<file path="config.mk">
export PLATFORM = sky130hd
export DESIGN_NAME = pssfs_top
export DESIGN_NICKNAME = d
export VERILOG_FILES = /design/src/design/pssfs_pkg.sv /design/src/design/pssfs_top.sv /design/src/design/pssfs_persist.sv
export VERILOG_INCLUDE_DIRS = /design/src /design/src/design
export SDC_FILE = /design/constraint.sdc
export NUM_CORES = 1
export LEC_CHECK = 0
export BUFFER_PORTS_ARGS = -buffer_cell sky130_fd_sc_hd__buf_2
export CAP_MARGIN = 20
export CORE_ASPECT_RATIO = 1.5
export CORE_UTILIZATION = 54
export CTS_BUF_LIST = sky130_fd_sc_hd__clkbuf_8
export DETAILED_ROUTE_END_ITERATION = 10
export HOLD_SLACK_MARGIN = 0.12
export PLACE_DENSITY = 0.76
export SYNTH_ARGS = -nofsm -noshare
export SYNTH_HDL_FRONTEND = slang
export SYNTH_SLANG_ARGS = --single-unit
</file>
<file path="constraint.sdc">
create_clock -name clock -period 8.4 [get_ports clock]
set_clock_uncertainty 0.2 [all_clocks]
set_input_delay 0.42 -clock clock [delete_from_list [all_inputs] [get_ports clock]]
set_output_delay 0.42 -clock clock [all_outputs]
set_load 0.01 [all_outputs]
</file>
<file path="src/design/pssfs_consts.svh">
// constants of the power module status and fault supervisor
`ifndef PSSFS_CONSTS_SVH
`define PSSFS_CONSTS_SVH

// clock rate and time figures
`define PSSFS_CLK_HZ 20000000
`define PSSFS_FAN_PERSIST_MS 5000
`define PSSFS_OCOT_PERSIST_MS 2000
`define PSSFS_FUSE_PERSIST_MS 5000
`define PSSFS_EXPIRY_MS 45000
`define PSSFS_BACKUP_MS 90000
`define PSSFS_BLINK_MS 500
`define PSSFS_SHARE_BIT_US 10
`define PSSFS_SHARE_GAP_BITS 4

// share trim figures in millivolts, margin in output current units
`define PSSFS_TRIM_MAX_MV 9'h0FA
`define PSSFS_TRIM_STEP_MV 9'h00A
`define PSSFS_SHARE_MARGIN 8'h02

// per channel thresholds in degC, channel 7 in the top byte
`define PSSFS_TEMP_RESTART 64'h6E5F6E6E5F646432
`define PSSFS_TEMP_WARNING 64'h7364737364696937
`define PSSFS_TEMP_SHUTDOWN 64'h78697878696E6E3C

// register byte offsets
`define PSSFS_REG_CTRL 8'h00
`define PSSFS_REG_STATUS 8'h04
`define PSSFS_REG_SHARE 8'h08
`define PSSFS_REG_TEMP 8'h0C

// control register fields
`define PSSFS_CTRL_ON 0
`define PSSFS_CTRL_FWUP 1
`define PSSFS_CTRL_CLR 2

`endif

</file>
<file path="src/design/pssfs_pkg.sv">
// types of the power module status and fault supervisor
package pssfs_pkg;
   // load share bus frame phases
   typedef enum logic [1:0] {SH_IDLE, SH_START, SH_BITS} pssfs_share_state_t;
   // one temperature reading in degC
   typedef logic [7:0] pssfs_temp_t;
endpackage : pssfs_pkg

</file>
<file path="src/design/pssfs_top.sv">
// power module supervisor: share bus, alerts, lamps, fault timers, temperatures
`timescale 1ns/100ps
`include "pssfs_consts.svh"
module pssfs_top #(
   parameter int N_UNITS = 6,
   parameter int FAN_CYC = `PSSFS_FAN_PERSIST_MS * (`PSSFS_CLK_HZ / 1000),
   parameter int OCOT_CYC = `PSSFS_OCOT_PERSIST_MS * (`PSSFS_CLK_HZ / 1000),
   parameter int FUSE_CYC = `PSSFS_FUSE_PERSIST_MS * (`PSSFS_CLK_HZ / 1000),
   parameter int EXPIRY_CYC = `PSSFS_EXPIRY_MS * (`PSSFS_CLK_HZ / 1000),
   parameter int BACKUP_CYC = `PSSFS_BACKUP_MS * (`PSSFS_CLK_HZ / 1000),
   parameter int BLINK_CYC = `PSSFS_BLINK_MS * (`PSSFS_CLK_HZ / 1000)
) (
   // clock and reset
   input wire logic clock,
   input wire logic rst,
   // wishbone classic slave
   input wire logic wb_cyc_i,
   input wire logic wb_stb_i,
   input wire logic wb_we_i,
   input wire logic [7:0] wb_adr_i,
   input wire logic [3:0] wb_sel_i,
   input wire logic [31:0] wb_dat_i,
   output logic [31:0] wb_dat_o,
   output logic wb_ack_o,
   // load share line, open drain
   input wire logic load_share_line_i,
   output logic load_share_line_o,
   output logic load_share_line_oe,
   input wire logic [7:0] output_current,
   output logic [8:0] voltage_trim_mv,
   // removal kills, low while seated
   input wire logic module_removal_shutdown_n,
   input wire logic battery_removal_shutdown_n,
   output logic module_presence_output,
   // power state
   input wire logic ac_valid,
   input wire logic main_in_regulation,
   input wire logic backup_mode,
   input wire logic backup_battery_unit_ready,
   output logic main_output_enable,
   output logic aux_output_enable,
   // raw fault conditions
   input wire logic fan_fail,
   input wire logic over_current,
   input wire logic over_temp_protect,
   input wire logic over_voltage,
   input wire logic main_pre_oring_unreg,
   input wire logic ac_fuse_fail,
   input wire logic aux_output_fail,
   input wire logic bbu_converter_fail,
   // shelf units
   input wire logic [N_UNITS-1:0] unit_ok,
   input wire logic [N_UNITS-1:0] battery_protection_event,
   input wire logic [N_UNITS-1:0] battery_discharge_stop_event,
   // open collector alerts
   output logic backup_expiry_alert_o,
   output logic backup_expiry_alert_oe,
   output logic redundancy_lost_alert_o,
   output logic redundancy_lost_alert_oe,
   // temperatures, channel 0 inlet, 1 outlet
   input wire logic [63:0] temperature_readings,
   // lamps
   output logic power_status_green,
   output logic power_status_amber,
   output logic fault_lamp_red
);
   localparam int BIT_CYC = `PSSFS_SHARE_BIT_US * (`PSSFS_CLK_HZ / 1000000);
   localparam int GAP_CYC = `PSSFS_SHARE_GAP_BITS * BIT_CYC;
   // threshold tables as named constants so that one byte can be selected per channel
   localparam logic [63:0] TEMP_RESTART = `PSSFS_TEMP_RESTART;
   localparam logic [63:0] TEMP_WARNING = `PSSFS_TEMP_WARNING;
   localparam logic [63:0] TEMP_SHUTDOWN = `PSSFS_TEMP_SHUTDOWN;

   // refuse timings the logic cannot serve
   if (BACKUP_CYC <= EXPIRY_CYC || BLINK_CYC < 2 || N_UNITS < 1) begin : g_bad
      $error("pssfs_top: bad timing or unit count");
   end

   logic kill_ok; // both kill pins held low by the shelf
   logic enable_q; // outputs allowed, before the kill gate
   logic module_on_q; // software turn on
   logic fw_upgrade_q; // firmware upgrade in progress
   logic aux_latch_q; // latched aux or battery converter fault
   logic fan_q, oc_q, ot_q, fuse_q; // qualified faults
   logic general_fault; // any fault that stops the module
   logic [7:0] temp_warn; // per channel at warning
   logic [7:0] temp_sd_q; // per channel shutdown latch
   logic temp_warning_q; // status bit
   logic [31:0] backup_cnt_q; // cycles spent in backup
   logic expiry_q; // backup expiry alert state
   logic red_lost_q; // redundancy lost state
   logic [31:0] blink_cnt_q; // blink half period counter
   logic blink_q; // blink phase, high is lit
   pssfs_pkg::pssfs_share_state_t sh_state_q; // share frame phase
   logic [15:0] sh_cnt_q; // cycles within bit or gap
   logic [2:0] sh_idx_q; // bit index, msb first
   logic sh_arb_q; // still in arbitration
   logic [7:0] sh_cur_q; // own current frozen for the frame
   logic [7:0] sh_rx_q; // largest current seen on bus
   logic sh_master_q; // won the last frame
   logic [8:0] trim_q; // setpoint raise in mV
   logic wb_req; // new bus request this cycle

   // fault persistence timers
   pssfs_persist #(.CYCLES(FAN_CYC)) u_fan (.clock(clock), .rst(rst), .cond(fan_fail), .qualified(fan_q));
   pssfs_persist #(.CYCLES(OCOT_CYC)) u_oc (.clock(clock), .rst(rst), .cond(over_current), .qualified(oc_q));
   pssfs_persist #(.CYCLES(OCOT_CYC)) u_ot (.clock(clock), .rst(rst), .cond(over_temp_protect), .qualified(ot_q));
   pssfs_persist #(.CYCLES(FUSE_CYC)) u_fuse (.clock(clock), .rst(rst), .cond(ac_fuse_fail), .qualified(fuse_q));

   // faults that stop the module
   assign general_fault = fan_q | oc_q | ot_q | fuse_q | over_voltage | main_pre_oring_unreg;

   // per channel compare, with hysteresis on the shutdown latch only
   for (genvar ch = 0; ch < 8; ch++) begin : g_temp
      pssfs_pkg::pssfs_temp_t rd;
      assign rd = temperature_readings[ch*8 +: 8];
      assign temp_warn[ch] = rd >= TEMP_WARNING[ch*8 +: 8];
      // set above shutdown, clear at or below restart; set wins
      always_ff @(posedge clock or posedge rst)
      begin
         if (rst)
            temp_sd_q[ch] <= 1'b0;
         else if (rd > TEMP_SHUTDOWN[ch*8 +: 8])
            temp_sd_q[ch] <= 1'b1;
         else if (rd <= TEMP_RESTART[ch*8 +: 8])
            temp_sd_q[ch] <= 1'b0;
      end
   end

   // warning status bit
   always_ff @(posedge clock or posedge rst)
   begin
      if (rst)
         temp_warning_q <= 1'b0;
      else
         temp_warning_q <= |temp_warn;
   end

   // removal kill acts without a clock edge
   assign kill_ok = !module_removal_shutdown_n && !battery_removal_shutdown_n;
   assign main_output_enable = enable_q & kill_ok;
   assign aux_output_enable = enable_q & kill_ok;
   // presence pin is tied low inside the module
   assign module_presence_output = 1'b0;

   // output enable decision
   always_ff @(posedge clock or posedge rst)
   begin
      if (rst)
         enable_q <= 1'b0;
      else
         enable_q <= module_on_q & kill_ok & ~(|temp_sd_q) & ~general_fault;
   end

   // aux or battery converter failure latch; set wins over clear
   always_ff @(posedge clock or posedge rst)
   begin
      if (rst)
         aux_latch_q <= 1'b0;
      else if (aux_output_fail | bbu_converter_fail)
         aux_latch_q <= 1'b1;
      else if (wb_req && wb_we_i && wb_sel_i[0] && wb_adr_i == `PSSFS_REG_CTRL && wb_dat_i[`PSSFS_CTRL_CLR])
         aux_latch_q <= 1'b0;
   end

   // backup time counter and expiry alert
   always_ff @(posedge clock or posedge rst)
   begin
      if (rst)
      begin
         backup_cnt_q <= 32'h00000000;
         expiry_q <= 1'b0;
      end
      else if (!backup_mode)
      begin
         backup_cnt_q <= 32'h00000000;
         expiry_q <= 1'b0;
      end
      else
      begin
         if (backup_cnt_q != 32'(BACKUP_CYC))
            backup_cnt_q <= backup_cnt_q + 32'h00000001;
         expiry_q <= backup_cnt_q >= 32'(EXPIRY_CYC);
      end
   end
   assign backup_expiry_alert_o = 1'b0;
   assign backup_expiry_alert_oe = expiry_q;

   // redundancy lost, battery protect or stop alone excluded
   always_ff @(posedge clock or posedge rst)
   begin
      if (rst)
         red_lost_q <= 1'b0;
      else
         red_lost_q <= |(~unit_ok & ~(battery_protection_event | battery_discharge_stop_event));
   end
   assign redundancy_lost_alert_o = 1'b0;
   assign redundancy_lost_alert_oe = red_lost_q;

   // blink phase generator
   always_ff @(posedge clock or posedge rst)
   begin
      if (rst)
      begin
         blink_cnt_q <= 32'h00000000;
         blink_q <= 1'b0;
      end
      else if (blink_cnt_q == 32'(BLINK_CYC - 1))
      begin
         blink_cnt_q <= 32'h00000000;
         blink_q <= ~blink_q;
      end
      else
      begin
         blink_cnt_q <= blink_cnt_q + 32'h00000001;
      end
   end

   // power status lamp, in priority order
   always_ff @(posedge clock or posedge rst)
   begin
      if (rst)
      begin
         power_status_green <= 1'b0;
         power_status_amber <= 1'b0;
      end
      else if (!main_output_enable || !main_in_regulation)
      begin
         power_status_green <= 1'b0;
         power_status_amber <= 1'b0;
      end
      else if (fw_upgrade_q)
      begin
         power_status_green <= blink_q;
         power_status_amber <= 1'b0;
      end
      else if (backup_mode)
      begin
         power_status_green <= 1'b0;
         power_status_amber <= blink_q && backup_cnt_q != 32'(BACKUP_CYC);
      end
      else if (ac_valid)
      begin
         power_status_green <= backup_battery_unit_ready;
         power_status_amber <= ~backup_battery_unit_ready;
      end
      else
      begin
         power_status_green <= 1'b0;
         power_status_amber <= 1'b0;
      end
   end

   // red lamp: faults, latched converter fault, temperature
   always_ff @(posedge clock or posedge rst)
   begin
      if (rst)
         fault_lamp_red <= 1'b0;
      else
         fault_lamp_red <= general_fault | aux_latch_q | temp_warning_q | (|temp_sd_q);
   end

   // share bus frame: start bit then eight bits msb first
   always_ff @(posedge clock or posedge rst)
   begin
      if (rst)
      begin
         sh_state_q <= pssfs_pkg::SH_IDLE;
         sh_cnt_q <= 16'h0000;
         sh_idx_q <= 3'h7;
         sh_arb_q <= 1'b0;
         sh_cur_q <= 8'h00;
         sh_rx_q <= 8'h00;
      end
      else if (!main_output_enable)
      begin
         sh_state_q <= pssfs_pkg::SH_IDLE;
         sh_cnt_q <= 16'h0000;
         sh_arb_q <= 1'b0;
      end
      else
      begin
         unique case (sh_state_q)
            pssfs_pkg::SH_IDLE:
            begin
               // join a peer start or open a frame after the gap
               if (!load_share_line_i || sh_cnt_q == 16'(GAP_CYC - 1))
               begin
                  sh_state_q <= pssfs_pkg::SH_START;
                  sh_cnt_q <= 16'h0000;
                  sh_cur_q <= output_current;
               end
               else
                  sh_cnt_q <= sh_cnt_q + 16'h0001;
            end
            pssfs_pkg::SH_START:
            begin
               if (sh_cnt_q == 16'(BIT_CYC - 1))
               begin
                  sh_state_q <= pssfs_pkg::SH_BITS;
                  sh_cnt_q <= 16'h0000;
                  sh_idx_q <= 3'h7;
                  sh_arb_q <= 1'b1;
               end
               else
                  sh_cnt_q <= sh_cnt_q + 16'h0001;
            end
            pssfs_pkg::SH_BITS:
            begin
               // sample mid bit: low line is a one
               if (sh_cnt_q == 16'(BIT_CYC / 2))
               begin
                  sh_rx_q[sh_idx_q] <= ~load_share_line_i;
                  if (!sh_cur_q[sh_idx_q] && !load_share_line_i)
                     sh_arb_q <= 1'b0;
               end
               if (sh_cnt_q == 16'(BIT_CYC - 1))
               begin
                  sh_cnt_q <= 16'h0000;
                  sh_idx_q <= sh_idx_q - 3'h1;
                  if (sh_idx_q == 3'h0)
                     sh_state_q <= pssfs_pkg::SH_IDLE;
               end
               else
                  sh_cnt_q <= sh_cnt_q + 16'h0001;
            end
         endcase
      end
   end

   // line driven low only for start and for own one bits
   assign load_share_line_o = 1'b0;
   assign load_share_line_oe = main_output_enable && (sh_state_q == pssfs_pkg::SH_START ||
      (sh_state_q == pssfs_pkg::SH_BITS && sh_arb_q && sh_cur_q[sh_idx_q]));

   // master flag and slave trim at frame end
   always_ff @(posedge clock or posedge rst)
   begin
      if (rst)
      begin
         sh_master_q <= 1'b0;
         trim_q <= 9'h000;
      end
      else if (!main_output_enable)
      begin
         sh_master_q <= 1'b0;
         trim_q <= 9'h000;
      end
      else if (sh_state_q == pssfs_pkg::SH_BITS && sh_idx_q == 3'h0 && sh_cnt_q == 16'(BIT_CYC - 1))
      begin
         sh_master_q <= sh_arb_q;
         if (sh_arb_q)
            trim_q <= 9'h000;
         else if ({1'b0, sh_cur_q} + {1'b0, `PSSFS_SHARE_MARGIN} < {1'b0, sh_rx_q})
            trim_q <= (trim_q > `PSSFS_TRIM_MAX_MV - `PSSFS_TRIM_STEP_MV) ? `PSSFS_TRIM_MAX_MV
               : trim_q + `PSSFS_TRIM_STEP_MV;
         else if (sh_cur_q >= sh_rx_q)
            trim_q <= (trim_q < `PSSFS_TRIM_STEP_MV) ? 9'h000 : trim_q - `PSSFS_TRIM_STEP_MV;
      end
   end
   assign voltage_trim_mv = trim_q;

   // wishbone slave: answers only, never initiates
   assign wb_req = wb_cyc_i && wb_stb_i && !wb_ack_o;
   always_ff @(posedge clock or posedge rst)
   begin
      if (rst)
      begin
         wb_ack_o <= 1'b0;
         wb_dat_o <= 32'h00000000;
      end
      else
      begin
         wb_ack_o <= wb_req;
         wb_dat_o <= 32'h00000000;
         if (wb_req && !wb_we_i)
         begin
            unique case (wb_adr_i)
               `PSSFS_REG_CTRL: wb_dat_o <= {30'h00000000, fw_upgrade_q, module_on_q};
               `PSSFS_REG_STATUS: wb_dat_o <= {21'h000000, fault_lamp_red, power_status_amber,
                  power_status_green, general_fault, aux_latch_q, |temp_sd_q, temp_warning_q,
                  red_lost_q, expiry_q, sh_master_q, main_output_enable};
               `PSSFS_REG_SHARE: wb_dat_o <= {8'h00, sh_rx_q, 7'h00, trim_q};
               `PSSFS_REG_TEMP: wb_dat_o <= {16'h0000, temp_sd_q, temp_warn};
               default: wb_dat_o <= 32'h00000000;
            endcase
         end
      end
   end

   // control register write
   always_ff @(posedge clock or posedge rst)
   begin
      if (rst)
      begin
         module_on_q <= 1'b0;
         fw_upgrade_q <= 1'b0;
      end
      else if (wb_req && wb_we_i && wb_sel_i[0] && wb_adr_i == `PSSFS_REG_CTRL)
      begin
         module_on_q <= wb_dat_i[`PSSFS_CTRL_ON];
         fw_upgrade_q <= wb_dat_i[`PSSFS_CTRL_FWUP];
      end
   end
endmodule : pssfs_top

</file>
<file path="src/design/pssfs_persist.sv">
// persistence qualifier: a condition must hold for a number of cycles
`timescale 1ns/100ps
module pssfs_persist #(
   parameter int CYCLES = 16
) (
   // clock and reset
   input wire logic clock,
   input wire logic rst,
   // raw condition and qualified result
   input wire logic cond,
   output logic qualified
);
   localparam int CW = $clog2(CYCLES + 1);

   // refuse a count the counter cannot serve
   if (CYCLES < 1) begin : g_bad
      $error("pssfs_persist: CYCLES below one");
   end

   logic [CW-1:0] cnt_q; // cycles of continuous condition

   // count while the condition stands, restart on any gap
   always_ff @(posedge clock or posedge rst)
   begin
      if (rst)
      begin
         cnt_q <= '0;
         qualified <= 1'b0;
      end
      else if (!cond)
      begin
         cnt_q <= '0;
         qualified <= 1'b0;
      end
      else if (cnt_q != CW'(CYCLES - 1))
      begin
         cnt_q <= cnt_q + 1'b1;
      end
      else
      begin
         qualified <= 1'b1;
      end
   end
endmodule : pssfs_persist

</file>
==> flow_summary.toml, run 1 <==
[critical_path]
start_kind = "flop"
crit_slowest_cell = "o31ai_1"
crit_buf_inv = 0
crit_arrival_ns = 3.78
path_delay_family = "compound AO/OA/AOI/OAI gates"
required_ns = 8.67
critPathKind = "reg2reg"
slowest_delay_ns = 0.90
path_cells = "ha_1 -> xor2_1 -> ha_1 -> o21ai_1 -> a21oi_1 -> o31ai_1 -> nand2_1 -> a2111oi_0 -> o21bai_1"
cp-startpoint = "sh_cur_q[1]"
r2r-end = "voltage_trim_mv[1]"
endpoint_kind = "flop"
r2r_slack_ns = 4.90
r2r-start = "sh_cur_q[1]"
crit_fanout = 8
critical_path.most_common_cell = "ha_1"
r2r_cells = 9

[global_route]
grt.total_usage_pct = 24.6
grt_max_degree = 138
grt_first_pass_wirelength_um = 55500
grt_pass1_vias = 12100
overflow = 0
antenna_found_initial = 0

[clocking]
clk_latency_ns = 0.56
cts_buffer_depth = 3
cts_sinks = 265
cts.clk_slew.worst_paths_ns = 0.06
root_buffer = "clkbuf_8"
htreeDepth = 2
cts_tree = "yes"
numCtsBuffers = 43

[power]
peakVddDrop_mv = 0.197
cellLeakagePower_nw = 7.86
power_density_nw_per_um2 = 155

[logic_synthesis]
netlist_instances = 1497
synth_seq_cells = 265
yosysSeqAreaShare_pct = 45.9
synthTopCellsByCount = "262 x dfrtp_1, 115 x nor2_1, 105 x and2_1"
synthArstFlopShare_pct = 100
synth_cell_types = 80
ys_top_cells_by_area = "dfrtp_1 45%, xnor2_1 5.6%, and2_1 4.5%"
synth-edff-count = 0
yosysTopAreaCell = "dfrtp_1"
yosysTopAreaCellShare_pct = 45.3
ys.flop_type = "dfrtp_1"
synth_warnings = 0
synth.cell_area_um2 = 14500
synth.most_common_cell = "dfrtp_1"
syn_area_per_cell_um2 = 9.66

[final_layout]
drive_gt1_share_pct = 15.5
final_nets = 1902
final_util_pct = 64.3
diodes = 0
n_fill_cell = 2081
area_growth_syn_to_layout_pct = 17.4

[sta]
setup_tns_ns = 0
max_slew_margin_pct = 24.4
period_share_pct = 41.7
fmax_mhz = 285
tightest_slew_ns = 1.12
setup_viol = 0
slew_violations = 0
finalHoldViolCount = 0
rsz0062_at_grt = "false"
period_minus_slack_ns = 3.50

[run]
max_cap_violations = 0

[hold_path]
min_path_cells = 4
whs_endpoint = "module_on_q"
hold_start = "wb_sel_i[0]"
hold_class = "in2reg"

[place]
dp_hpwl_um = 22600
gp_congestion = 0.921
io_buffers = 160

[routing]
routed_wirelength_um = 33300
drc = 0
wl_per_cell_um = 16.0
drt_iter0_drc = 573
postRouteAntennaNets = 0
vias = 11900
dr.pass1.iters = 7
routed_via_density = 5.71

[die]
row_count = 73
dieWidth_um = 136
dieArea_um2 = 27400
pin_count = 208
start_util_pct = 54.8
die_h_um = 202
core_um2 = 26400

[status]
status = "completed"
-- worst max-delay path by stage --
stage | depth (start not counted) | endpoint
6_report | 9 | voltage_trim_mv[1]
5_1_grt | 9 | voltage_trim_mv[1]
4_1_cts | 10 | voltage_trim_mv[7]
3_5_place_dp | 10 | voltage_trim_mv[7]
3_3_place_gp | 10 | voltage_trim_mv[6]
2_1_floorplan | 1 | aux_latch_q
-- flip-flops by register name, summed over array words and instances (netlist names), 2 cells and up --
| register | flops |
|---|---|
| backup_cnt_q | 32 |
| blink_cnt_q | 32 |
| sh_cnt_q | 16 |
| sh_cur_q | 8 |
| sh_idx_q | 3 |
| sh_rx_q | 8 |
| sh_state_q | 2 |
| temp_sd_q | 8 |
| u_fan.cnt_q | 27 |
| u_fuse.cnt_q | 27 |
| u_oc.cnt_q | 26 |
| u_ot.cnt_q | 26 |
| voltage_trim_mv | 8 |
| wb_dat_o | 24 |
-- timing repair --
action	in CTS	in global routing
resized for setup	0	0
buffers inserted	0	0
hold endpoints to repair	245	0
hold buffers	59	0
-- metal layers --
layer  vias up  track usage [%]  routed length, µm
li1       5689                -                  -
met1      5855             28.5              13400
met2       263             44.5              17500
met3        87             3.66               1180
met4         0             10.5               1150
met5         -                0                  0
-- kinds of logic after synthesis --
| family | share of synthesized area [%] |
|---|---|
| muxes | 2.47 |
| other | 0.0259 |
| buffers and inverters | 3.50 |
| AOI/OAI and AO/OA | 9.09 |
| DFF | 45.9 |
| xor gates and xnor gates | 9.51 |
| adders and majority gates | 2.86 |
| and+or+nand+nor | 26.7 |
-- per-stage QoR --
step | instance area (µm²) | cells | power [mW] | hold slack (ns) | setup WS [ns]
after floorplan | 14500 | 1509 | 1.39 | 0.239 | 0.488
after global placement | 15500 | 1947 | 1.44 | 0.241 | 5.00
after detailed placement | 15500 | 1947 | 1.44 | 0.248 | 4.99
after CTS | 17000 | 2083 | 2.66 | 0.150 | 4.96
after global routing | 17000 | 2084 | 2.73 | 0.162 | 4.77
final | 17000 | 2084 | 2.63 | 0.157 | 4.90
-- power by group --
group	internal, mW	leakage (nW)	total, mW	switching [mW]
sequential	1.29	3.59	1.30	0.00910
clock	0.673	0.535	1.19	0.516
combinational	0.0627	3.74	0.143	0.0808
-- tightest hold or removal path, cell delays in order --
cell	delay (ns)
buf_2	0.10
nand3_1	0.06
or2_2	0.14
mux2_2	0.15
-- cell type report --
class	count	area (µm²)	share of cell area (%)
sequential	265	6640	39.1
timing repair buffer	223	1430	8.45
multi-input combinational	1128	7360	43.4
clock inverter	26	208	1.22
inverter	54	210	1.24
tap	337	422	2.48
clock buffer	51	702	4.14
-- cells in the final DEF (no fill, tap or decap), types with 8 or more instances in the layout --
cell / Yosys / layout
a21boi_0: 18 / 18
a21oi_1: 27 / 27
a22oi_1: 8 / 8
a31o_2: 8 / 8
a31oi_1: 14 / 14
and2_1: 105 / 105
and3_1: 34 / 34
and4_1: 10 / 10
buf_2: 3 / 160
clkbuf_8: 0 / 51
conb_1: 1 / 13
dfrtp_1: 262 / 262
dlygate4sd3_1: 0 / 59
ha_1: 33 / 33
inv_1: 53 / 70
mux2_2: 13 / 13
mux2i_1: 21 / 21
nand2_1: 97 / 97
nand2b_1: 15 / 15
nand3_1: 91 / 91
nand4_1: 41 / 41
nor2_1: 115 / 115
nor2b_1: 23 / 23
nor3_1: 52 / 52
nor4_1: 23 / 23
nor4b_1: 9 / 9
o21ai_0: 48 / 48
o31ai_1: 10 / 10
or3_1: 34 / 34
or4_1: 10 / 10
xnor2_1: 93 / 93
xor2_1: 64 / 64
Power figures use the tool's default switching activity.
==> run 2, diff against run 1 <==
--- a/config.mk
+++ b/config.mk
@@ -9,11 +9,11 @@
 export BUFFER_PORTS_ARGS = -buffer_cell sky130_fd_sc_hd__buf_2
 export CAP_MARGIN = 20
 export CORE_ASPECT_RATIO = 1.5
-export CORE_UTILIZATION = 54
+export CORE_UTILIZATION = 55
 export CTS_BUF_LIST = sky130_fd_sc_hd__clkbuf_8
 export DETAILED_ROUTE_END_ITERATION = 10
 export HOLD_SLACK_MARGIN = 0.12
-export PLACE_DENSITY = 0.76
+export PLACE_DENSITY = 0.74
 export SYNTH_ARGS = -nofsm -noshare
 export SYNTH_HDL_FRONTEND = slang
 export SYNTH_SLANG_ARGS = --single-unit
==> constraint.sdc (replaced) <==
create_clock -name clock -period 3.6 [get_ports clock]
set_clock_uncertainty 0.2 [all_clocks]
set_input_delay 0.18 -clock clock [delete_from_list [all_inputs] [get_ports clock]]
set_output_delay 0.18 -clock clock [all_outputs]
set_load 0.01 [all_outputs]
==> flow_summary.toml, run 2 (same netlist as run 1, synthesis figures left out) <==
[place]
place_area_um2 = 15500
place_ws_ns = 0.242
io_buffers = 160
dp_hpwl_um = 23000
gp_congestion = 0.912

[sta]
slew_violations = 0
period_minus_slack_ns = 3.40
whs_ns = 0.191
fmax_mhz = 294
rsz0062_at_grt = "false"
tightest_slew_ns = 1.06
finalHoldViolCount = 0
worst_slack_ns = 0.197
period_share_pct = 94.5
max_slew_margin_pct = 29.3
setup_viol = 0

[critical_path]
path_cells = "ha_1 -> xor2_1 -> ha_1 -> o21ai_1 -> a21oi_1 -> o31ai_1 -> a211oi_1 -> or2_4 -> o41ai_2"
crit_buf_inv = 0
crit_arrival_ns = 3.66
cp.depth = 9
slowest_delay_ns = 0.79
crit_slowest_cell = "o31ai_1"
path_delay_family = "compound AO/OA/AOI/OAI gates"
start_kind = "flop"
endpoint_kind = "flop"
required_ns = 3.86
r2r_cells = 9
critPathKind = "reg2reg"
crit_fanout = 8
critical_path.most_common_cell = "ha_1"

[global_route]
overflow = 0
grt.total_usage_pct = 25.7
antenna_found_initial = 0
grt_first_pass_wirelength_um = 56800
grt_max_degree = 94
grt_pass1_vias = 12100

[die]
dieArea_um2 = 27000
pin_count = 208
die_h_um = 201
row_count = 72
start_util_pct = 56.1
dieWidth_um = 134
core_um2 = 25800

[power]
pwr-share-comb_pct = 6.0
p_sw_share_pct = 24.0
intPower_mw = 4.53
cellLeakagePower_nw = 7.92
peakVddDrop_mv = 0.290
p_clk_share_pct = 43.3
power_density_nw_per_um2 = 347
switchingPower_mw = 1.43
p_seq_share_pct = 50.7

[clocking]
cts_sinks = 265
cts.clk_slew.worst_paths_ns = 0.07
htreeDepth = 2
ctsResizeCount = 0
cts_tree = "yes"
cts_buffer_depth = 3
cts_setup_buffers = 0
clk_latency_ns = 0.57
numCtsBuffers = 43
root_buffer = "clkbuf_8"

[final_layout]
layout_commonest_cell = "dfrtp_1"
final_cell_area_um2 = 17200
final_nets = 1931
reg_top3 = "backup_cnt_q (32), blink_cnt_q (32)"
drive_gt1_share_pct = 15.8
diodes = 0
area_growth_syn_to_layout_pct = 18.8
mostFrequentLayoutCells = "262 x dfrtp_1, 160 x buf_2, 115 x nor2_1, 105 x and2_1, 97 x nand2_1"

[routing]
wl_per_cell_um = 16.0
dr.pass1.iters = 6
postRouteAntennaNets = 0
drt_iter0_drc = 585
routed_wirelength_um = 33600
drc = 0
vias = 12000
routed_via_density = 5.70

[run]
max_cap_violations = 0

[hold_path]
min_path_cells = 3
hold_class = "in2reg"

[status]
status = "completed"
run 2: cell types whose count changed in the layout (fill, tap and decap cells not counted), sizes merged:
cell and change:
clkbuf +3, bufinv -4, inv -7, dlygate4sd3 +22, buf +8, clkinvlp +4
run 2: path summary, 6_finish.rpt:
kind	slack, ns	startpoint	endpoint
hold reg to reg	0.26	wb_ack_o	wb_ack_o
hold / removal	0.19	output_current[4]	sh_cur_q[4]
setup / recovery	0.20	sh_cur_q[1]	voltage_trim_mv[6]
min in group asynchronous	0.68	rst	u_ot.cnt_q[12]
max in group asynchronous	1.46	rst	backup_cnt_q[24]
setup reg to reg	0.20	sh_cur_q[1]	voltage_trim_mv[6]
run 2: layout make-up:
cell class                 instances  area [µm²]
fill                            2100        8580
clock inverter                    19        87.6
multi-input combinational       1128        7360
clock buffer                      55         757
timing repair buffer             252        1720
inverter                          54         206
tap                              333         417
sequential                       265        6640
run 2: worst min-delay path: stages:
cell and delay, ns:
dlygate4sd3_1 0.52, buf_2 0.10, mux2_2 0.13
run 2: timing repair:
item                       in CTS  in global routing
hold endpoints to repair      320                  0
setup endpoints to repair       0                  0
hold buffers                   81                  0
run 2: routing by layer:
layer  part of all wire (%)  wire [µm]  track usage (%)
met5                      0          0                0
met4                    4.1       1360             12.0
met3                    4.0       1330             4.32
met2                     51      17300             45.2
met1                     40      13600             30.3
run 2: power groups by stage:
stage	Combinational (mW)	Sequential [mW]	Clock [mW]
floorplan	0.170	3.07	0
global placement	0.289	3.07	0
detailed placement	0.296	3.07	0
CTS	0.358	3.02	2.65
global route	0.402	3.02	2.78
finish	0.357	3.02	2.58
run 2: metrics by stage:
stage | total power [mW] | std cells | setup TNS, ns | utilization, %
CTS | 6.03 | 2106 | 0 | 66.7
finish | 5.96 | 2106 | 0 | 66.7
detailed placement | 3.37 | 1951 | 0 | 60.3
global route | 6.20 | 2106 | 0 | 66.7
floorplan | 3.24 | 1509 | -72.06 | -
global placement | 3.36 | 1951 | 0 | 60.3
==> run 3, diff against run 2 <==
--- a/config.mk
+++ b/config.mk
@@ -6,6 +6,7 @@
 export SDC_FILE = /design/constraint.sdc
 export NUM_CORES = 1
 export LEC_CHECK = 0
+export ABC_AREA = 1
 export BUFFER_PORTS_ARGS = -buffer_cell sky130_fd_sc_hd__buf_2
 export CAP_MARGIN = 20
 export CORE_ASPECT_RATIO = 1.5
@@ -13,7 +14,8 @@
 export CTS_BUF_LIST = sky130_fd_sc_hd__clkbuf_8
 export DETAILED_ROUTE_END_ITERATION = 10
 export HOLD_SLACK_MARGIN = 0.12
-export PLACE_DENSITY = 0.74
+export PLACE_DENSITY = 0.73
+export SKIP_LAST_GASP = 1
 export SYNTH_ARGS = -nofsm -noshare
 export SYNTH_HDL_FRONTEND = slang
 export SYNTH_SLANG_ARGS = --single-unit
==> flow_summary.toml, run 3 <==
[die]
core_um2 = 28800
die_h_um = 212
row_count = 76
dieWidth_um = 142
start_util_pct = 55.9
dieArea_um2 = 30000
pin_count = 208

[critical_path]
r2r_cells = 10
start_kind = "input pin"
crit_slowest_cell = "dlygate4sd3_1"
r2r_slack_ns = 0.61
critical_path.most_common_cell = "dlygate4sd3_1"
endpoint_kind = "flop"
r2r-start = "sh_cnt_q[0]"
required_ns = 3.84
r2r-end = "sh_cur_q[1]"
cp-startpoint = "temperature_readings[40]"
crit_arrival_ns = 3.71
slowest_delay_ns = 0.57
path_cells = "dlygate4sd3_1 -> buf_2 -> a21oi_1 -> dlygate4sd3_1 -> nand2_1 -> dlygate4sd3_1 -> nand2_1 -> nand2_1 -> a21oi_1 -> dlygate4sd3_1 -> nand3_1 -> dlygate4sd3_1"
crit_fanout = 3
critPathKind = "in2reg"

[sta]
setup_viol = 0
tightest_slew_ns = 0.648
fmax_mhz = 289
slew_violations = 0
period_share_pct = 96.2
period_minus_slack_ns = 3.46
rsz0062_at_grt = "false"
finalHoldViolCount = 0
max_slew_margin_pct = 55.7

[routing]
routed_via_density = 5.44
drc = 0
postRouteAntennaNets = 0
routed_wirelength_um = 44600
drt_iter0_drc = 981
vias = 15700
wl_per_cell_um = 15.5
dr.pass1.iters = 7

[clocking]
cts_buffer_depth = 3
cts_tree = "yes"
htreeDepth = 2
cts_setup_buffers = 0
cts_sinks = 265
clk_latency_ns = 0.57
cts.clk_slew.worst_paths_ns = 0.06
numCtsBuffers = 43
root_buffer = "clkbuf_8"

[logic_synthesis]
synth.most_common_cell = "nand2_1"
ys.flop_type = "dfrtp_1"
synthTopCellsByCount = "436 x nand2_1, 303 x nor2_1, 291 x inv_1"
yosysTopAreaCellShare_pct = 40.7
synth.cell_area_um2 = 16100
synth_warnings = 0
synthArstFlopShare_pct = 100
synth_cell_types = 61
syn_area_per_cell_um2 = 7.43
yosysSeqAreaShare_pct = 41.2
ys_top_cells_by_area = "dfrtp_1 41%, nand2_1 10%, nor2_1 7.1%"
synth-edff-count = 0
synth_seq_cells = 265
yosysTopAreaCell = "dfrtp_1"
netlist_instances = 2169

[global_route]
grt_first_pass_wirelength_um = 74100
grt_pass1_vias = 15900
grt_max_degree = 92
antenna_found_initial = 0
grt.total_usage_pct = 30.6
overflow = 0

[final_layout]
diodes = 0
layout_commonest_cell = "nand2_1"
mostFrequentLayoutCells = "436 x nand2_1, 307 x inv_1, 301 x nor2_1, 262 x dfrtp_1, 160 x buf_2"
reg_top3 = "backup_cnt_q (32), blink_cnt_q (32)"
final_cell_area_um2 = 19300
final_nets = 2652
area_growth_syn_to_layout_pct = 19.7
drive_gt1_share_pct = 13.7

[power]
power_mw = 6.06
peakVddDrop_mv = 0.238
cellLeakagePower_nw = 9.15
power_density_nw_per_um2 = 314

[hold_path]
whs_endpoint = "wb_dat_o[6]"
hold_start = "temperature_readings[53]"
hold_class = "in2reg"
min_path_cells = 7

[place]
place_area_um2 = 17300
dp_hpwl_um = 31900
gp_congestion = 0.950
io_buffers = 160

[status]
status = "completed"

[run]
max_cap_violations = 0
==> run 3: area by class of cell <==
class / count / area [µm²]
Inverter: 314 / 1180
Multi-Input combinational cell: 1561 / 8120
Tap cell: 390 / 488
Fill cell: 2534 / 9520
Clock buffer: 50 / 688
Sequential cell: 265 / 6640
Timing Repair Buffer: 280 / 2020
Clock inverter: 26 / 161
==> run 3: worst max-delay path by stage <==
stage | end | slack (ns) | cells after the start
after global routing | temp_warning_q | 0.05 | 12
after CTS | sh_cur_q[1] | 0.23 | 11
final | temp_warning_q | 0.14 | 12
after detailed placement | voltage_trim_mv[6] | 0.89 | 14
after global placement | voltage_trim_mv[4] | 0.92 | 14
after floorplan | aux_latch_q | -0.28 | 1
==> run 3: worst max-delay path, delay by kind of cell <==
kind | cells | cell delay (ns)
buf+inv | 6 | 2.95
simple gates | 4 | 0.31
compound gates | 2 | 0.26
==> run 3: logic make-up after synthesis <==
| group | count (synthesis) | synth area share (%) |
|---|---|---|
| AO/OA/AOI/OAI | 218 | 7.56 |
| XOR/XNOR | 93 | 5.05 |
| adder cells (fa/ha/maj) | 33 | 2.56 |
| buffers and inverters | 355 | 8.84 |
| flip-flops | 265 | 41.2 |
| other | 1 | 0.0233 |
| AND/OR/NAND/NOR | 1204 | 34.8 |
==> run 3: per-stage QoR <==
stage | utilization, % | instances | setup TNS (ns) | setup WS [ns] | hold slack, ns
6_report | 67.0 | 2886 | 0 | 0.136 | 0.157
4_1_cts | 66.9 | 2886 | 0 | 0.229 | 0.128
3_3_place_gp | 59.9 | 2694 | 0 | 0.917 | -0.0397
3_5_place_dp | 59.9 | 2694 | 0 | 0.888 | -0.0363
2_1_floorplan | - | 2181 | -72.06 | -0.275 | 0.0795
5_1_grt | 67.0 | 2886 | 0 | 0.0488 | 0.205
==> run 3: timing repair <==
item                       4_1_cts  5_1_grt
hold buffers                   116        0
hold endpoints to repair       449        0
setup endpoints to repair        0        8
gates resized for setup          0        4
==> run 3: layer usage <==
layer / GRT usage [%] / wire length [µm] / up-vias
met3: 4.52 / 2040 / 162
met2: 56.3 / 23400 / 481
li1: - / - / 7637
met4: 16.0 / 2120 / 0
met1: 33.9 / 17000 / 7428
met5: 0 / 0 / -
==> run 3: power breakdown <==
part / total, mW / internal (mW) / switching, mW
Clock: 2.64 / 1.41 / 1.24
Sequential: 3.03 / 3.00 / 0.0260
Combinational: 0.383 / 0.165 / 0.218
Total: 6.06 / 4.57 / 1.48
